===== config.mk =====
export PLATFORM = sky130hd
export DESIGN_NAME = dmt_core
export DESIGN_NICKNAME = d
export VERILOG_FILES = /design/src/common/dmt_pkg.sv /design/src/verilog/dmt_core.sv /design/src/verilog/dmt_wb_slave.sv /design/src/verilog/dmt_counter.sv
export SDC_FILE = /design/constraint.sdc
export NUM_CORES = 1
export LEC_CHECK = 0
export BUFFER_PORTS_ARGS = -buffer_cell sky130_fd_sc_hd__buf_2
export CAP_MARGIN = 0
export CORE_ASPECT_RATIO = 1.75
export CORE_MARGIN = 5
export CORE_UTILIZATION = 45
export CTS_BUF_LIST = sky130_fd_sc_hd__clkbuf_4
export CTS_CLUSTER_DIAMETER = 40
export DETAILED_ROUTE_END_ITERATION = 8
export PLACE_DENSITY_LB_ADDON = 0.25
export SLEW_MARGIN = 20
export SYNTH_ARGS = -nofsm -noshare
export SYNTH_HDL_FRONTEND = slang
export SYNTH_HIERARCHICAL = 1
export SYNTH_SLANG_ARGS = --single-unit

===== constraint.sdc =====
create_clock -name clk -period 3.81 [get_ports clk]
set_input_delay 0.1905 -clock clk [delete_from_list [all_inputs] [get_ports clk]]
set_output_delay 0.1905 -clock clk [all_outputs]
set_load 0.01 [all_outputs]

===== src/common/dmt_pkg.sv =====
// Purpose: Shared constants, types and helpers of the deadman timer clear logic.
// Assumes: 32-bit classic Wishbone register access, one clock domain.
// Notes: Register offsets are byte addresses of aligned words.
//
// Behaviour
// - Control enable bit turns module on, resets zero
// - Software enable ignored while fixed fuse set
// - First-step key 01000000 arms the preclear
// - Wrong first-step value sets first-step error flag
// - First-step field cleared on reset event, good clear
// - Second key after first clears fields and counter
// - Wrong second key: flag, keep first, store value
// - Second-step field cleared on reset event
// - Status bits 7,6,5 read-only, reset zero, hardware-cleared
// - Event flag on expiry or wrong key; the code sets it only while the module is on
// - Status bit 0 shows clear window open
// - Unimplemented bits read zero, ignore writes
// - Counter advances per fetch, stops in sleep
// - 32-bit counter, match from 4-bit config field
// - Deadman event resets the processor
package dmt_pkg;

  // Register map
  localparam int unsigned DMT_ADR_W = 5;
  localparam logic [4:0] DMT_OFS_CONTROL = 5'h00;
  localparam logic [4:0] DMT_OFS_PRECLEAR = 5'h04;
  localparam logic [4:0] DMT_OFS_CLEAR = 5'h08;
  localparam logic [4:0] DMT_OFS_STATUS = 5'h0c;
  localparam logic [4:0] DMT_OFS_COUNT = 5'h10;
  localparam logic [31:0] DMT_WORD_ZERO = 32'h0000_0000;

  // Field layout
  localparam int unsigned DMT_ENABLE_BIT = 15;
  localparam int unsigned DMT_KEY_W = 8;
  localparam int unsigned DMT_FIRST_STEP_FIELD_LSB = 8;
  localparam int unsigned DMT_SECOND_STEP_FIELD_LSB = 0;
  localparam int unsigned DMT_FIRST_STEP_FIELD_LANE = 1;
  localparam int unsigned DMT_SECOND_STEP_FIELD_LANE = 0;
  localparam int unsigned DMT_FIRST_STEP_ERROR_FLAG_BIT = 7;
  localparam int unsigned DMT_SECOND_STEP_ERROR_FLAG_BIT = 6;
  localparam int unsigned DMT_EVENT_BIT = 5;
  localparam int unsigned DMT_WINDOW_OPEN_INDICATOR_BIT = 0;
  localparam logic [7:0] DMT_KEY_ZERO = 8'h00;

  // Key patterns
  localparam logic [7:0] DMT_KEY_PRECLEAR = 8'h40;
  localparam logic [7:0] DMT_KEY_CLEAR = 8'h08;

  // Counter
  localparam int unsigned DMT_CNT_W = 32;
  localparam logic [31:0] DMT_TIMEOUT_BASE = 32'h0000_0100;
  localparam logic [31:0] DMT_CNT_ONE = 32'h0000_0001;

  typedef enum {DMT_KEY_IDLE, DMT_KEY_ARMED} dmt_key_st_t;

  function automatic logic [31:0] dmt_timeout(input logic [3:0] sel);
    return DMT_TIMEOUT_BASE << sel;
  endfunction

  // Window opens at half the time-out
  function automatic logic [31:0] dmt_window_start(input logic [3:0] sel);
    return dmt_timeout(sel) >> 1;
  endfunction

  function automatic logic dmt_key_hit(input logic [7:0] value, input logic [7:0] key);
    return value == key;
  endfunction

endpackage


===== src/verilog/dmt_core.sv =====
// Purpose: Control, key sequence and status logic of the deadman timer.
// Assumes: Fetch, sleep and configuration inputs are synchronous to clk.
// Notes: A deadman event gives a one-cycle processor reset request.
`timescale 1ns/1ps
module dmt_core import dmt_pkg::*; (
  // Clock and reset
  input wire logic clk,
  input wire logic resetn,
  // Wishbone slave
  input wire logic wb_cyc_i,
  input wire logic wb_stb_i,
  input wire logic wb_we_i,
  input wire logic [DMT_ADR_W-1:0] wb_adr_i,
  input wire logic [3:0] wb_sel_i,
  input wire logic [31:0] wb_dat_i,
  output logic [31:0] wb_dat_o,
  output logic wb_ack_o,
  // Configuration word and processor status
  input wire logic fixed_enable_fuse,
  input wire logic [3:0] config_count_sel,
  input wire logic fetch_strobe,
  input wire logic sleep_mode,
  // Recovery
  output logic deadman_reset_o
);
  logic take;
  logic wr;
  logic rd;
  logic wr_ctrl;
  logic wr_pre;
  logic wr_clr;
  logic active;
  logic count_en;
  logic count_clr;
  logic expired_q;
  logic [DMT_CNT_W-1:0] count_q;
  logic [DMT_CNT_W-1:0] match_val;
  logic [DMT_KEY_W-1:0] pre_val;
  logic [DMT_KEY_W-1:0] clr_val;

  logic enable_q;
  logic enable_d;
  logic [DMT_KEY_W-1:0] first_step_field_q;
  logic [DMT_KEY_W-1:0] first_step_field_d;
  logic [DMT_KEY_W-1:0] second_step_field_q;
  logic [DMT_KEY_W-1:0] second_step_field_d;
  dmt_key_st_t key_st_q;
  dmt_key_st_t key_st_d;
  logic first_step_error_flag_set;
  logic second_step_error_flag_set;
  logic clear_ok;

  logic first_step_error_flag_q;
  logic first_step_error_flag_d;
  logic second_step_error_flag_q;
  logic second_step_error_flag_d;
  logic event_q;
  logic event_d;
  logic event_fire;
  logic window_open_indicator_q;
  logic window_open_indicator_d;
  logic reset_q;
  logic reset_d;

  logic [31:0] rdata;
  logic [31:0] dat_q;
  logic [31:0] dat_d;

  dmt_wb_slave u_slave (
    .clk(clk),
    .resetn(resetn),
    .wb_cyc_i(wb_cyc_i),
    .wb_stb_i(wb_stb_i),
    .wb_ack_o(wb_ack_o),
    .take(take)
  );

  // Access decode; lanes without a field are dropped
  assign wr = take & wb_we_i;
  assign rd = take & ~wb_we_i;
  assign wr_ctrl = wr & (wb_adr_i == DMT_OFS_CONTROL) & wb_sel_i[DMT_FIRST_STEP_FIELD_LANE];
  assign wr_pre = wr & (wb_adr_i == DMT_OFS_PRECLEAR) & wb_sel_i[DMT_FIRST_STEP_FIELD_LANE];
  assign wr_clr = wr & (wb_adr_i == DMT_OFS_CLEAR) & wb_sel_i[DMT_SECOND_STEP_FIELD_LANE];
  assign pre_val = wb_dat_i[DMT_FIRST_STEP_FIELD_LSB +: DMT_KEY_W];
  assign clr_val = wb_dat_i[DMT_SECOND_STEP_FIELD_LSB +: DMT_KEY_W];

  // Fuse pins the module on, whatever software wrote
  assign active = fixed_enable_fuse | enable_q;

  assign match_val = dmt_timeout(config_count_sel);
  assign count_en = active & fetch_strobe & ~sleep_mode;
  assign count_clr = reset_q | clear_ok | ~active;

  dmt_counter u_counter (
    .clk(clk),
    .resetn(resetn),
    .count_en(count_en),
    .count_clr(count_clr),
    .match_val(match_val),
    .count_q(count_q),
    .expired_q(expired_q)
  );

  // Control register
  always_comb begin
    enable_d = enable_q;
    if (wr_ctrl) begin
      enable_d = wb_dat_i[DMT_ENABLE_BIT];
    end
  end

  always_ff @(posedge clk or negedge resetn) begin
    if (!resetn) begin
      enable_q <= 1'b0;
    end else begin
      enable_q <= enable_d;
    end
  end

  // Two-step key sequence; a write in the reset-event cycle is still captured
  always_comb begin
    first_step_field_d = first_step_field_q;
    second_step_field_d = second_step_field_q;
    key_st_d = key_st_q;
    first_step_error_flag_set = 1'b0;
    second_step_error_flag_set = 1'b0;
    clear_ok = 1'b0;
    if (reset_q) begin
      first_step_field_d = DMT_KEY_ZERO;
      second_step_field_d = DMT_KEY_ZERO;
      key_st_d = DMT_KEY_IDLE;
    end
    if (wr_pre) begin
      first_step_field_d = pre_val;
      if (dmt_key_hit(pre_val, DMT_KEY_PRECLEAR)) begin
        key_st_d = DMT_KEY_ARMED;
      end else begin
        key_st_d = DMT_KEY_IDLE;
        first_step_error_flag_set = 1'b1;
      end
    end
    if (wr_clr) begin
      case (key_st_q)
        DMT_KEY_ARMED: begin
          if (dmt_key_hit(clr_val, DMT_KEY_CLEAR) && !reset_q) begin
            clear_ok = 1'b1;
            first_step_field_d = DMT_KEY_ZERO;
            second_step_field_d = DMT_KEY_ZERO;
            key_st_d = DMT_KEY_IDLE;
          end else begin
            second_step_error_flag_set = 1'b1;
            second_step_field_d = clr_val;
          end
        end
        DMT_KEY_IDLE: begin
          second_step_error_flag_set = 1'b1;
          second_step_field_d = clr_val;
        end
        default: begin
          second_step_error_flag_set = 1'b1;
          second_step_field_d = clr_val;
        end
      endcase
    end
  end

  always_ff @(posedge clk or negedge resetn) begin
    if (!resetn) begin
      first_step_field_q <= DMT_KEY_ZERO;
      second_step_field_q <= DMT_KEY_ZERO;
      key_st_q <= DMT_KEY_IDLE;
    end else begin
      first_step_field_q <= first_step_field_d;
      second_step_field_q <= second_step_field_d;
      key_st_q <= key_st_d;
    end
  end

  // Status flags: a new set beats the hardware clear in the same cycle
  always_comb begin
    event_fire = active & (expired_q | first_step_error_flag_set | second_step_error_flag_set);
    first_step_error_flag_d = first_step_error_flag_set | (first_step_error_flag_q & ~reset_q);
    second_step_error_flag_d = second_step_error_flag_set | (second_step_error_flag_q & ~reset_q);
    // Event flag survives the processor reset so recovery code can see why
    event_d = event_fire | (event_q & ~clear_ok);
    reset_d = event_fire;
    window_open_indicator_d = active & ~reset_q & (count_q >= dmt_window_start(config_count_sel));
  end

  always_ff @(posedge clk or negedge resetn) begin
    if (!resetn) begin
      first_step_error_flag_q <= 1'b0;
      second_step_error_flag_q <= 1'b0;
      event_q <= 1'b0;
      reset_q <= 1'b0;
      window_open_indicator_q <= 1'b0;
    end else begin
      first_step_error_flag_q <= first_step_error_flag_d;
      second_step_error_flag_q <= second_step_error_flag_d;
      event_q <= event_d;
      reset_q <= reset_d;
      window_open_indicator_q <= window_open_indicator_d;
    end
  end

  // Read path; unmapped words and unimplemented bits read zero
  always_comb begin
    rdata = DMT_WORD_ZERO;
    case (wb_adr_i)
      DMT_OFS_CONTROL: rdata[DMT_ENABLE_BIT] = enable_q;
      DMT_OFS_PRECLEAR: rdata[DMT_FIRST_STEP_FIELD_LSB +: DMT_KEY_W] = first_step_field_q;
      DMT_OFS_CLEAR: rdata[DMT_SECOND_STEP_FIELD_LSB +: DMT_KEY_W] = second_step_field_q;
      DMT_OFS_STATUS: begin
        rdata[DMT_FIRST_STEP_ERROR_FLAG_BIT] = first_step_error_flag_q;
        rdata[DMT_SECOND_STEP_ERROR_FLAG_BIT] = second_step_error_flag_q;
        rdata[DMT_EVENT_BIT] = event_q;
        rdata[DMT_WINDOW_OPEN_INDICATOR_BIT] = window_open_indicator_q;
      end
      DMT_OFS_COUNT: rdata = count_q;
      default: rdata = DMT_WORD_ZERO;
    endcase
    dat_d = rd ? rdata : DMT_WORD_ZERO;
  end

  always_ff @(posedge clk or negedge resetn) begin
    if (!resetn) begin
      dat_q <= DMT_WORD_ZERO;
    end else begin
      dat_q <= dat_d;
    end
  end

  assign wb_dat_o = dat_q;
  assign deadman_reset_o = reset_q;
endmodule


===== src/verilog/dmt_wb_slave.sv =====
// Purpose: Classic Wishbone handshake for the deadman register file.
// Assumes: Master holds the request until it sees ack.
// Notes: One wait state; ack lasts exactly one cycle.
`timescale 1ns/1ps
module dmt_wb_slave import dmt_pkg::*; (
  // Clock and reset
  input wire logic clk,
  input wire logic resetn,
  // Bus request
  input wire logic wb_cyc_i,
  input wire logic wb_stb_i,
  // Answer
  output logic wb_ack_o,
  output logic take
);
  logic ack_q;
  logic ack_d;

  // Low ack in the cycle after it fires keeps one request from being taken twice
  always_comb begin
    ack_d = wb_cyc_i & wb_stb_i & ~ack_q;
  end

  always_ff @(posedge clk or negedge resetn) begin
    if (!resetn) begin
      ack_q <= 1'b0;
    end else begin
      ack_q <= ack_d;
    end
  end

  assign take = ack_d;
  assign wb_ack_o = ack_q;
endmodule


===== src/verilog/dmt_counter.sv =====
// Purpose: Instruction-fetch deadman counter with time-out match.
// Assumes: Enable and clear come from the control logic.
// Notes: Holds at the match value until cleared.
`timescale 1ns/1ps
module dmt_counter import dmt_pkg::*; (
  // Clock and reset
  input wire logic clk,
  input wire logic resetn,
  // Control
  input wire logic count_en,
  input wire logic count_clr,
  input wire logic [DMT_CNT_W-1:0] match_val,
  // Status
  output logic [DMT_CNT_W-1:0] count_q,
  output logic expired_q
);
  logic [DMT_CNT_W-1:0] count_d;
  logic expired_d;

  always_comb begin
    count_d = count_q;
    expired_d = 1'b0;
    if (count_clr) begin
      count_d = DMT_WORD_ZERO;
    end else if (count_en && count_q < match_val) begin
      count_d = count_q + DMT_CNT_ONE;
      expired_d = (count_d == match_val);
    end
  end

  always_ff @(posedge clk or negedge resetn) begin
    if (!resetn) begin
      count_q <= DMT_WORD_ZERO;
      expired_q <= 1'b0;
    end else begin
      count_q <= count_d;
      expired_q <= expired_d;
    end
  end
endmodule


# Word-level counts from Yosys, hierarchy flattened
# Index checks and enable logic that the tools add are counted.
dict set report op_classes {
  order_cmp 2
  bitwise 32
  n_reduce_logical 6
  n_mux 34
  add_sub_neg 1
  shifts 1
  n_eq_ne 8
}
# cell n
set op_table {}
lappend op_table {{$mux W32} 8}
lappend op_table {{$mux W8} 9}
lappend op_table {{$add A32 B1 Y32 const B} 1}
lappend op_table {{$eq A32 B1 Y1 const B} 1}
lappend op_table {{$eq A32 B32 Y1} 1}
lappend op_table {{$ge A32 B31 Y1} 1}
lappend op_table {{$lt A32 B32 Y1} 1}
lappend op_table {{$shl A9 B4 Y32 const A} 1}
lappend op_table {{$and A1 B1 Y1} 18}
lappend op_table {{$mux W16} 1}
lappend op_table {{$pmux W7 S2} 1}
lappend op_table {{$mux W1} 11}
lappend op_table {{$eq A5 B4 Y1 const B} 2}
lappend op_table {{$pmux W3 S3} 1}
lappend op_table {{$eq A8 B4 Y1 const B} 1}
lappend op_table {{$eq A8 B7 Y1 const B} 1}
lappend op_table {{$or A1 B1 Y1} 8}
lappend op_table {{$pmux W4 S2} 1}
lappend op_table {{$not A1 Y1} 6}
lappend op_table {{$pmux W1 S3} 2}
lappend op_table {{$eq A5 B3 Y1 const B} 1}
lappend op_table {{$eq A5 B5 Y1 const B} 1}
lappend op_table {{$logic_not A5 Y1} 1}
lappend op_table {{$reduce_bool A2 Y1} 2}
lappend op_table {{other kinds (2)} 3}
dict set report word_totals {
  ff_bits 120
  wordCells 97
  output_inout_bits 34
  in_bits 53
}

# Longest topological paths before layout
# Gate-level depths: netlist of the first run.
dict set report logic_depth {
  depth_word 10
  depth_mapped 14
  depth_no_buf 12
}

# Hierarchy
# Netlist of the first run, hierarchy kept.
# module area_per_inst_um2 instances seq_area_each_um2 cells_each
set by_module_without_submodules {}
lappend by_module_without_submodules {dmt_core 3772.4 1 2152.1 338}
lappend by_module_without_submodules {dmt_counter 3601.0 1 825.8 455}
lappend by_module_without_submodules {dmt_wb_slave 33.8 1 25.0 2}

# Worst setup path after synthesis of the first run
# Ideal clock, no wire load.
dict set report synth_timing {
  kind {reg2reg}
  from {register u_slave.ack_q (netlist: u_slave/wb_ack_o)}
  to {register u_counter.expired_q}
  n_path_buf 2
  arrival_ns 3.133
  required_ns 3.714
  synth_period_minus_slack_ns 3.228
  setup_time_ns 0.096
  path_stages_with_launch 14
  path_slack_ns 0.582
  cell_sequence {dfrtp_1 and3b_1 nand3_1 nor3_4 and2_1 buf_2 or3_1 buf_1 or3_1 nor3_1 nor4b_1 o2111ai_1 or4_1 nor4_2}
}
dict set report synth_via {
  elab_chain_cells 9
}
# item line
set synth_rtl {}
lappend synth_rtl {{start: declaration} dmt_wb_slave.sv:16} ;# logic ack_q;
lappend synth_rtl {{start signal: assignment} dmt_wb_slave.sv:28} ;# ack_q <= ack_d;
lappend synth_rtl {{$not A1 Y1} dmt_wb_slave.sv:21} ;# ack_d = wb_cyc_i & wb_stb_i & ~ack_q;
lappend synth_rtl {{$and A1 B1 Y1} dmt_wb_slave.sv:21}
lappend synth_rtl {{via take} dmt_core.sv:26} ;# logic take;
lappend synth_rtl {{$and A1 B1 Y1} dmt_core.sv:79} ;# assign wr = take & wb_we_i;
lappend synth_rtl {{$and A1 B1 Y1 (2 in a row)} dmt_core.sv:83} ;# assign wr_clr = wr & (wb_adr_i == DMT_OFS_CLEAR) & wb_sel_i[DMT_SECOND_STEP_FIELD_LANE];
lappend synth_rtl {{$mux W1} dmt_core.sv:142} ;# if (wr_clr) begin
lappend synth_rtl {{$or A1 B1 Y1 (2 in a row)} dmt_core.sv:92} ;# assign count_clr = reset_q | clear_ok | ~active;
lappend synth_rtl {{via count_clr} dmt_core.sv:34} ;# logic count_clr;
lappend synth_rtl {{$mux W1} dmt_counter.sv:23} ;# if (count_clr) begin
lappend synth_rtl {{via u_counter.expired_d} dmt_counter.sv:18} ;# logic expired_d;
lappend synth_rtl {{end signal: assignment} dmt_counter.sv:37} ;# expired_q <= expired_d;
lappend synth_rtl {{end: declaration} dmt_counter.sv:15} ;# output logic expired_q
# The timed path passes the listed nets, and every way through them passes these cells.
# A chain may end at the register's enable or synchronous reset.

# Worst setup path after layout of the first run
dict set report layout_timing {
  from {register key_st_q[0]}
  to {register u_counter.expired_q}
}
dict set report layout_via {
  elab_chain_cells 6
}
# item line
set layout_rtl {}
lappend layout_rtl {{start: declaration} dmt_core.sv:47} ;# dmt_key_st_t key_st_q;
lappend layout_rtl {{start signal: assignment} dmt_core.sv:175} ;# key_st_q <= key_st_d;
lappend layout_rtl {{$eq A32 B1 Y1} dmt_core.sv:143} ;# case (key_st_q)
lappend layout_rtl {{$mux W1} dmt_core.sv:143}
lappend layout_rtl {{$mux W1} dmt_core.sv:142}
lappend layout_rtl {{$or A1 B1 Y1 (2 in a row)} dmt_core.sv:92}
lappend layout_rtl {{via count_clr} dmt_core.sv:34}
lappend layout_rtl {{$mux W1} dmt_counter.sv:23}
lappend layout_rtl {{via u_counter.expired_d} dmt_counter.sv:18}
# The timed path passes the listed nets, and every way through them passes these cells.

==> impl_metrics.env, run 1 <==
export IMPL_floorplan_die_area_mm2=0.0192
export IMPL_drt_first_pass_iters=5
export IMPL_worst_r2r_endpoint="u_counter/expired_q"
export IMPL_power_density_cell_area_mw_per_mm2=297
export IMPL_finalHoldViolCount=0
export IMPL_ys_seq_elements=120
export IMPL_synth_simple_gate_area_frac=0.247
export IMPL_ys_flop_type="sky130_fd_sc_hd__dfrtp_1"
export IMPL_drt_initial_drc_count=349
export IMPL_post_route_cell_area_mm2=0.00859
export IMPL_synth_top_cell_by_area="sky130_fd_sc_hd__dfrtp_1"
export IMPL_dp_wirelength_um=14800
export IMPL_mappedNetlistArea_mm2=0.00741
export IMPL_clock_root_buffer_master="sky130_fd_sc_hd__clkbuf_4"
export IMPL_timing_max_transition_violations_final=0
export IMPL_fin_total_pwr_uw=2550
export IMPL_cp_end_kind="register"
export IMPL_synth_area_mux_share=0.00997
export IMPL_post_route_period_util=0.879
export IMPL_setup_worst_path_start_class="register"
export IMPL_tritoncts="built"
export IMPL_ir_worst_vdd_v=0.000146
export IMPL_reg2regPathDepth=11
export IMPL_num_nets_final=1021
export IMPL_globalRouteOverflowTotal=0
export IMPL_number_of_enable_type_register_cells_in_the_synthesized_netlist=0
export IMPL_numClockSinks=120
export IMPL_grt_busiest_layer="met2"
export IMPL_drt_vias_per_instance=5.49
export IMPL_cp_data_required_time_ps=4280
export IMPL_worst_setup_skew_after_layout_ps=35.0
export IMPL_netlist_top_cells_area="sky130_fd_sc_hd__dfrtp_1 (41%), sky130_fd_sc_hd__ha_1 (8.3%), sky130_fd_sc_hd__xnor2_1 (6.7%), sky130_fd_sc_hd__and2_1 (4.1%), sky130_fd_sc_hd__nor2_1 (3.6%)"
export IMPL_synth_top_family_by_area="simple AND/OR/NAND/NOR gates"
export IMPL_gr_usage_met1=0.236
export IMPL_fmax_mhz=299
export IMPL_clk_insertion_delay_late_ps=560
export IMPL_rsz0062_at_grt="false"
export IMPL_synth_compound_area_frac=0.117
export IMPL_holdPathStages=5
export IMPL_num_vias=6175
export IMPL_area_growth_synth_to_final_pct=16.0
export IMPL_layout_area_seq_mm2=0.00300
export IMPL_sequential_to_total_area_share_from_yosys_stat=0.405
export IMPL_chipHeight_um=180
export IMPL_setup_tns_final_ps=0
export IMPL_transition_time_at_the_pin_with_the_least_slew_margin_ps=1010
export IMPL_num_rows=62
export IMPL_wl_per_cell_um=17.8
export IMPL_finalWorstPathRequiredPeriod_ps=3350
export IMPL_cts_repair_resized=0
export IMPL_worst_hold_startpoint="wb_sel_i[0]"
export IMPL_drt_antenna_net_count=0
export IMPL_post_cts_setup_buffer_count=0
export IMPL_clk_transition_reported_paths_ps=120
export IMPL_max_slew_margin_rel=0.324
export IMPL_asyncSetResetFlopFracSynth=1.00
export IMPL_clock_tree_buffer_depth=2
export IMPL_fp_dieW_um=107
export IMPL_number_of_max_cap_violations=0
export IMPL_grt_first_pass_wirelength_um=32500
export IMPL_drt_total_wl_um=20000
export IMPL_grt_start_max_net_pins=67
export IMPL_grt_pass1_vias=6309
export IMPL_worst_endpoint_data_arrival_time_ps=3820
export IMPL_globalRouteTotalUtil=0.215
export IMPL_fillCellCount=1580
export IMPL_regToRegStartpoint="key_st_q[0]"
export IMPL_synthesis_instances=795
export IMPL_multi_input_gate_area_mm2=0.00412
export IMPL_setup_viol=0
export IMPL_io_pins=87
export IMPL_core_area_mm2=0.0163
export IMPL_cts_hold_buffers=23
export IMPL_whs_endpoint="event_q"
export IMPL_initial_antenna_violation_count=1
export IMPL_min_delay_path_class="primary input to register"
export IMPL_syn_mean_instance_area_um2=9.32
export IMPL_critical_path_class="register to register"
export IMPL_final_layout_size_suffix_gt1_frac=0.152
export IMPL_p_leak_uw=0.00403
export IMPL_synthAdderAreaFrac=0.0828
export IMPL_globalRouteMet2Util=0.395
export IMPL_ff2ff_setup_slack_ps=460
export IMPL_htree_num_levels=4
export IMPL_status="finished clean"
export IMPL_global_route_usage_met3=0.0391
export IMPL_start_util=0.455
export IMPL_synth_warnings=6
export IMPL_synthDistinctLibCells=67
export IMPL_numCtsBuffers=17
export IMPL_gp_congestion=0.856
export IMPL_detailed_place_area_mm2=0.00803
export IMPL_port_buffers=68
export IMPL_area_share_of_the_leading_cell_type_in_the_synthesized_netlist=0.405
export IMPL_xor_xnor_fraction_of_synth_area=0.0792
export IMPL_critical_path_peak_fanout=10
export IMPL_detail_route_drc_violations=0
-- through the flow --
step | hold WS [ps] | worst slack, ps | instances | utilization
finish | 76.3 | 462 | 1125 | 0.527
global route | 46.0 | 161 | 1125 | 0.527
CTS | 21.4 | 448 | 1124 | 0.527
detailed placement | 360 | 459 | 1069 | 0.493
global placement | 350 | 492 | 1069 | 0.493
floorplan | -105 | 582 | 833 | -
-- metal layers --
layer / vias up / share of wire
li1: 3019 / -
met1: 2955 / 0.39
met2: 154 / 0.54
met3: 47 / 0.033
met4: 0 / 0.037
met5: - / 0
-- state kept, by name (all words and copies together) (netlist names) --
signal                    flops
u_counter/expired_q           1
u_counter/count_q            32
window_open_indicator_q       1
second_step_field_q           8
key_st_q                     32
deadman_reset_o               1
event_q                       1
wb_dat_o                     32
u_slave/wb_ack_o              1
second_step_error_flag_q      1
first_step_field_q            8
first_step_error_flag_q       1
enable_q                      1
-- power by group --
part / total, uW / switching (uW) / internal, uW
registers: 1290 / 8.11 / 1290
logic: 211 / 128 / 82.9
clock network: 1040 / 501 / 542
total: 2550 / 637 / 1910
-- Yosys cell counts (all sizes together), types with 8 or more instances --
cell      n
nand2    42
clkbuf   20
nor3     32
nor4     30
nor2     72
nand3    31
buf      18
a21oi    30
nand4    20
a21o      9
xnor2    57
dfrtp   120
xor2     10
or3       9
o21ai    21
ha       49
and2     51
a22oi    24
inv      59
a22o      8
-- critical path: stages, from the launching register on --
cell,delay (ps)
sky130_fd_sc_hd__dfrtp_1,380
sky130_fd_sc_hd__nor2b_1,140
sky130_fd_sc_hd__nand4_1,140
sky130_fd_sc_hd__nor3_1,80
sky130_fd_sc_hd__and2_1,290
sky130_fd_sc_hd__or3_1,430
sky130_fd_sc_hd__or3_1,380
sky130_fd_sc_hd__nor3_1,150
sky130_fd_sc_hd__nor4b_1,330
sky130_fd_sc_hd__o2111ai_1,160
sky130_fd_sc_hd__or4_1,540
sky130_fd_sc_hd__nor4_2,260
-- logic make-up after synthesis --
group | after synthesis
fa+ha+maj | 49
xor+xnor | 67
simple gates | 329
compound gates | 125
buf+inv | 97
flops | 120
other cells | 1
mux | 7
-- layout by cell type (no fill, tap or decap), drive strengths merged, types with 8 or more instances in the layout --
master and count:
xor2 10, conb 39, o21ai 21, a21oi 30, clkbuf 20, inv 60, nor3 32, or3 9
buf 82, and2 51, nor4 30, a21o 9, nand2 42, ha 49, dfrtp 120, nand3 31
nor2 72, nand4 20, a22o 8, xnor2 57, a22oi 24, dlygate4sd3 23
-- worst max-delay path by stage --
stage,startpoint,endpoint,slack (ps)
after floorplan,u_slave/wb_ack_o,u_counter/expired_q,580
after global placement,u_slave/wb_ack_o,u_counter/expired_q,490
after detailed placement,key_st_q[0],u_counter/expired_q,460
after CTS,key_st_q[0],u_counter/expired_q,450
after global routing,key_st_q[0],u_counter/expired_q,160
final,key_st_q[0],u_counter/expired_q,460
-- cell type report --
class,count,area share
repair buffers,105,0.0789
clock inverters,12,0.0204
diodes,1,0.000291
flip-flops and latches,120,0.350
inverters,59,0.0258
well taps,192,0.0280
clock buffers,20,0.0175
multi-input cells,616,0.480
Note: power is estimated with default switching activity, not from simulation.
==> run 2, diff against run 1 <==
- CORE_ASPECT_RATIO: 1.75 -> 0.9
==> run 2 against run 1 <==
Compared with the run above:
- cell area is 0.61% lower
- global-route usage is 1.3 points lower
- combinational power is 2% lower
- core utilization is 0.20 points higher
- largest cell class unchanged
- first-iteration DRC count is 74% higher
- final cell count is 1.2% higher
- clock skew is 10 ps lower
- die area is 0.51% lower
- sequential power hardly changed
- sequential cell count stayed put
- total power is 7.3% lower
- sequential share of layout area is 0.22 points higher
==> impl_metrics.env, run 2 (synthesis results as in run 1) <==
export IMPL_status="finished clean"
export IMPL_chipHeight_um=132
export IMPL_grt_pass1_vias=5901
export IMPL_rsz0062_at_grt="false"
export IMPL_most_common_library_cell_in_the_layout_ignoring_fill_and_taps="sky130_fd_sc_hd__dfrtp_1"
export IMPL_transition_time_at_the_pin_with_the_least_slew_margin_ps=988
export IMPL_globalRouteMet2Util=0.296
export IMPL_setup_worst_path_start_class="register"
export IMPL_layout_common_cells="sky130_fd_sc_hd__dfrtp_1 (120), sky130_fd_sc_hd__nor2_1 (71), sky130_fd_sc_hd__buf_2 (67), sky130_fd_sc_hd__inv_1 (59), sky130_fd_sc_hd__xnor2_1 (57)"
export IMPL_drt_vias_per_instance=5.52
export IMPL_grt_busiest_layer="met1"
export IMPL_grt_start_max_net_pins=62
export IMPL_holdPathStages=4
export IMPL_pwr_share_comb=0.088
export IMPL_post_cts_setup_buffer_count=0
export IMPL_fin_hold_ws_ps=45.5
export IMPL_finalHoldViolCount=0
export IMPL_placed_cells_incl_taps=1083
export IMPL_tritoncts="built"
export IMPL_crit_path_cell_trace="and3_1, nand4_2, or2_1, a311oi_1, o2111ai_1, or4_1, nor4_2"
export IMPL_reg2regPathDepth=7
export IMPL_detail_route_drc_violations=0
export IMPL_drt_total_wl_um=19100
export IMPL_drt_first_pass_iters=5
export IMPL_drt_antenna_net_count=0
export IMPL_cts_hold_buffers=22
export IMPL_finalWorstPathRequiredPeriod_ps=3270
export IMPL_worst_endpoint_data_arrival_time_ps=3750
export IMPL_p_int_uw=1700
export IMPL_cp_slowest_cell="sky130_fd_sc_hd__dfrtp_1"
export IMPL_setup_viol=0
export IMPL_drt_initial_drc_count=607
export IMPL_min_delay_path_class="primary input to register"
export IMPL_worst_setup_skew_after_layout_ps=24.7
export IMPL_cp_end_kind="register"
export IMPL_power_net_switching_uw=663
export IMPL_power_sequential_fraction=0.548
export IMPL_floorplan_die_area_mm2=0.0191
export IMPL_global_route_usage_met3=0.0468
export IMPL_ir_worst_vdd_v=0.000174
export IMPL_num_vias=6277
export IMPL_p_sw_frac=0.281
export IMPL_globalRouteOverflowTotal=0
export IMPL_clk_transition_reported_paths_ps=130
export IMPL_critical_path_peak_fanout=13
export IMPL_power_frac_clock=0.365
export IMPL_core_area_mm2=0.0161
export IMPL_grt_first_pass_wirelength_um=31500
export IMPL_start_util=0.459
export IMPL_dp_wirelength_um=13700
export IMPL_critPathMaxStageDelay_ps=660
export IMPL_post_route_period_util=0.859
export IMPL_io_pins=87
export IMPL_setup_tns_final_ps=0
export IMPL_cts_repair_resized=0
export IMPL_worst_r2r_endpoint="u_counter/expired_q"
export IMPL_numCtsBuffers=17
export IMPL_num_nets_final=1019
export IMPL_fmax_mhz=306
export IMPL_gr_usage_met1=0.297
export IMPL_p_leak_uw=0.00398
export IMPL_number_of_max_cap_violations=0
export IMPL_power_density_cell_area_mw_per_mm2=277
export IMPL_num_rows=44
export IMPL_worst_hold_startpoint="wb_adr_i[1]"
export IMPL_clk_insertion_delay_late_ps=550
export IMPL_final_layout_size_suffix_gt1_frac=0.152
export IMPL_gp_congestion=0.900
export IMPL_regToRegStartpoint="u_counter/count_q[8]"
export IMPL_layoutNonFillerInstCount=1138
export IMPL_cp_data_required_time_ps=4280
export IMPL_max_slew_margin_rel=0.339
export IMPL_htree_num_levels=4
export IMPL_fp_dieW_um=145
export IMPL_clock_root_buffer_master="sky130_fd_sc_hd__clkbuf_4"
export IMPL_clock_tree_buffer_depth=2
export IMPL_area_growth_synth_to_final_pct=15.3
export IMPL_numClockSinks=120
export IMPL_wl_per_cell_um=16.8
export IMPL_port_buffers=68
export IMPL_final_core_util=0.529
export IMPL_critical_path_class="register to register"
export IMPL_initial_antenna_violation_count=1
export IMPL_ff2ff_setup_slack_ps=540
export IMPL_timing_max_transition_violations_final=0
export IMPL_whs_endpoint="wb_dat_o[15]"
export IMPL_globalRouteTotalUtil=0.202
## run 2: cell types whose count changed in the layout (fill, tap and decap cells not counted), sizes merged
cell,delta
bufinv,-3
clkbuf,-2
buf,-1
dlygate4sd3,-1
inv,+2
clkinvlp,+4
clkinv,-1
## run 2: critical path: cells and delay by family, from the launching register on
family           cells  cell delay [ps]
AO/OA/AOI/OAI        2              540
AND/OR/NAND/NOR      5             2020
flip-flops           1              660
## run 2: worst max-delay path by stage
stage                               startpoint               endpoint  slack, ps  cells after the start
final                     u_counter/count_q[8]    u_counter/expired_q        540                      7
after global routing      u_counter/count_q[8]    u_counter/expired_q        380                      7
after CTS                     u_slave/wb_ack_o    u_counter/expired_q        580                     11
after detailed placement   config_count_sel[1]  u_counter/count_q[16]        550                     13
after global placement             key_st_q[0]    u_counter/expired_q        580                     11
after floorplan               u_slave/wb_ack_o    u_counter/expired_q        580                     13
## run 2: cell type report
class	instances	area [um^2]
multi-input cells	616	4120
clock inverters	14	124
diodes	1	2.50
flip-flops and latches	120	3000
fillers	1557	7590
inverters	59	221
well taps	207	259
clock buffers	18	135
repair buffers	103	673
## run 2: stage by stage
step	power [uW]	instance area (um^2)	worst slack, ps
finish	2360	8540	539
global route	2470	8540	383
CTS	2390	8540	578
detailed placement	1510	8060	555
global placement	1500	8060	583
floorplan	1420	7550	582
## run 2: power by group through the flow
stage | Clock, uW | Combinational (uW) | Sequential (uW)
2_1_floorplan | 0 | 104 | 1320
3_3_place_gp | 0 | 186 | 1320
3_5_place_dp | 0 | 188 | 1320
4_1_cts | 892 | 206 | 1290
5_1_grt | 939 | 235 | 1300
6_report | 861 | 207 | 1290
## run 2: per-layer routing
layer / vias to the layer above / wire [um]
li1: 3016 / -
met2: 217 / 8410
met3: 25 / 1260
met5: - / 0
met1: 3019 / 9110
met4: 0 / 353
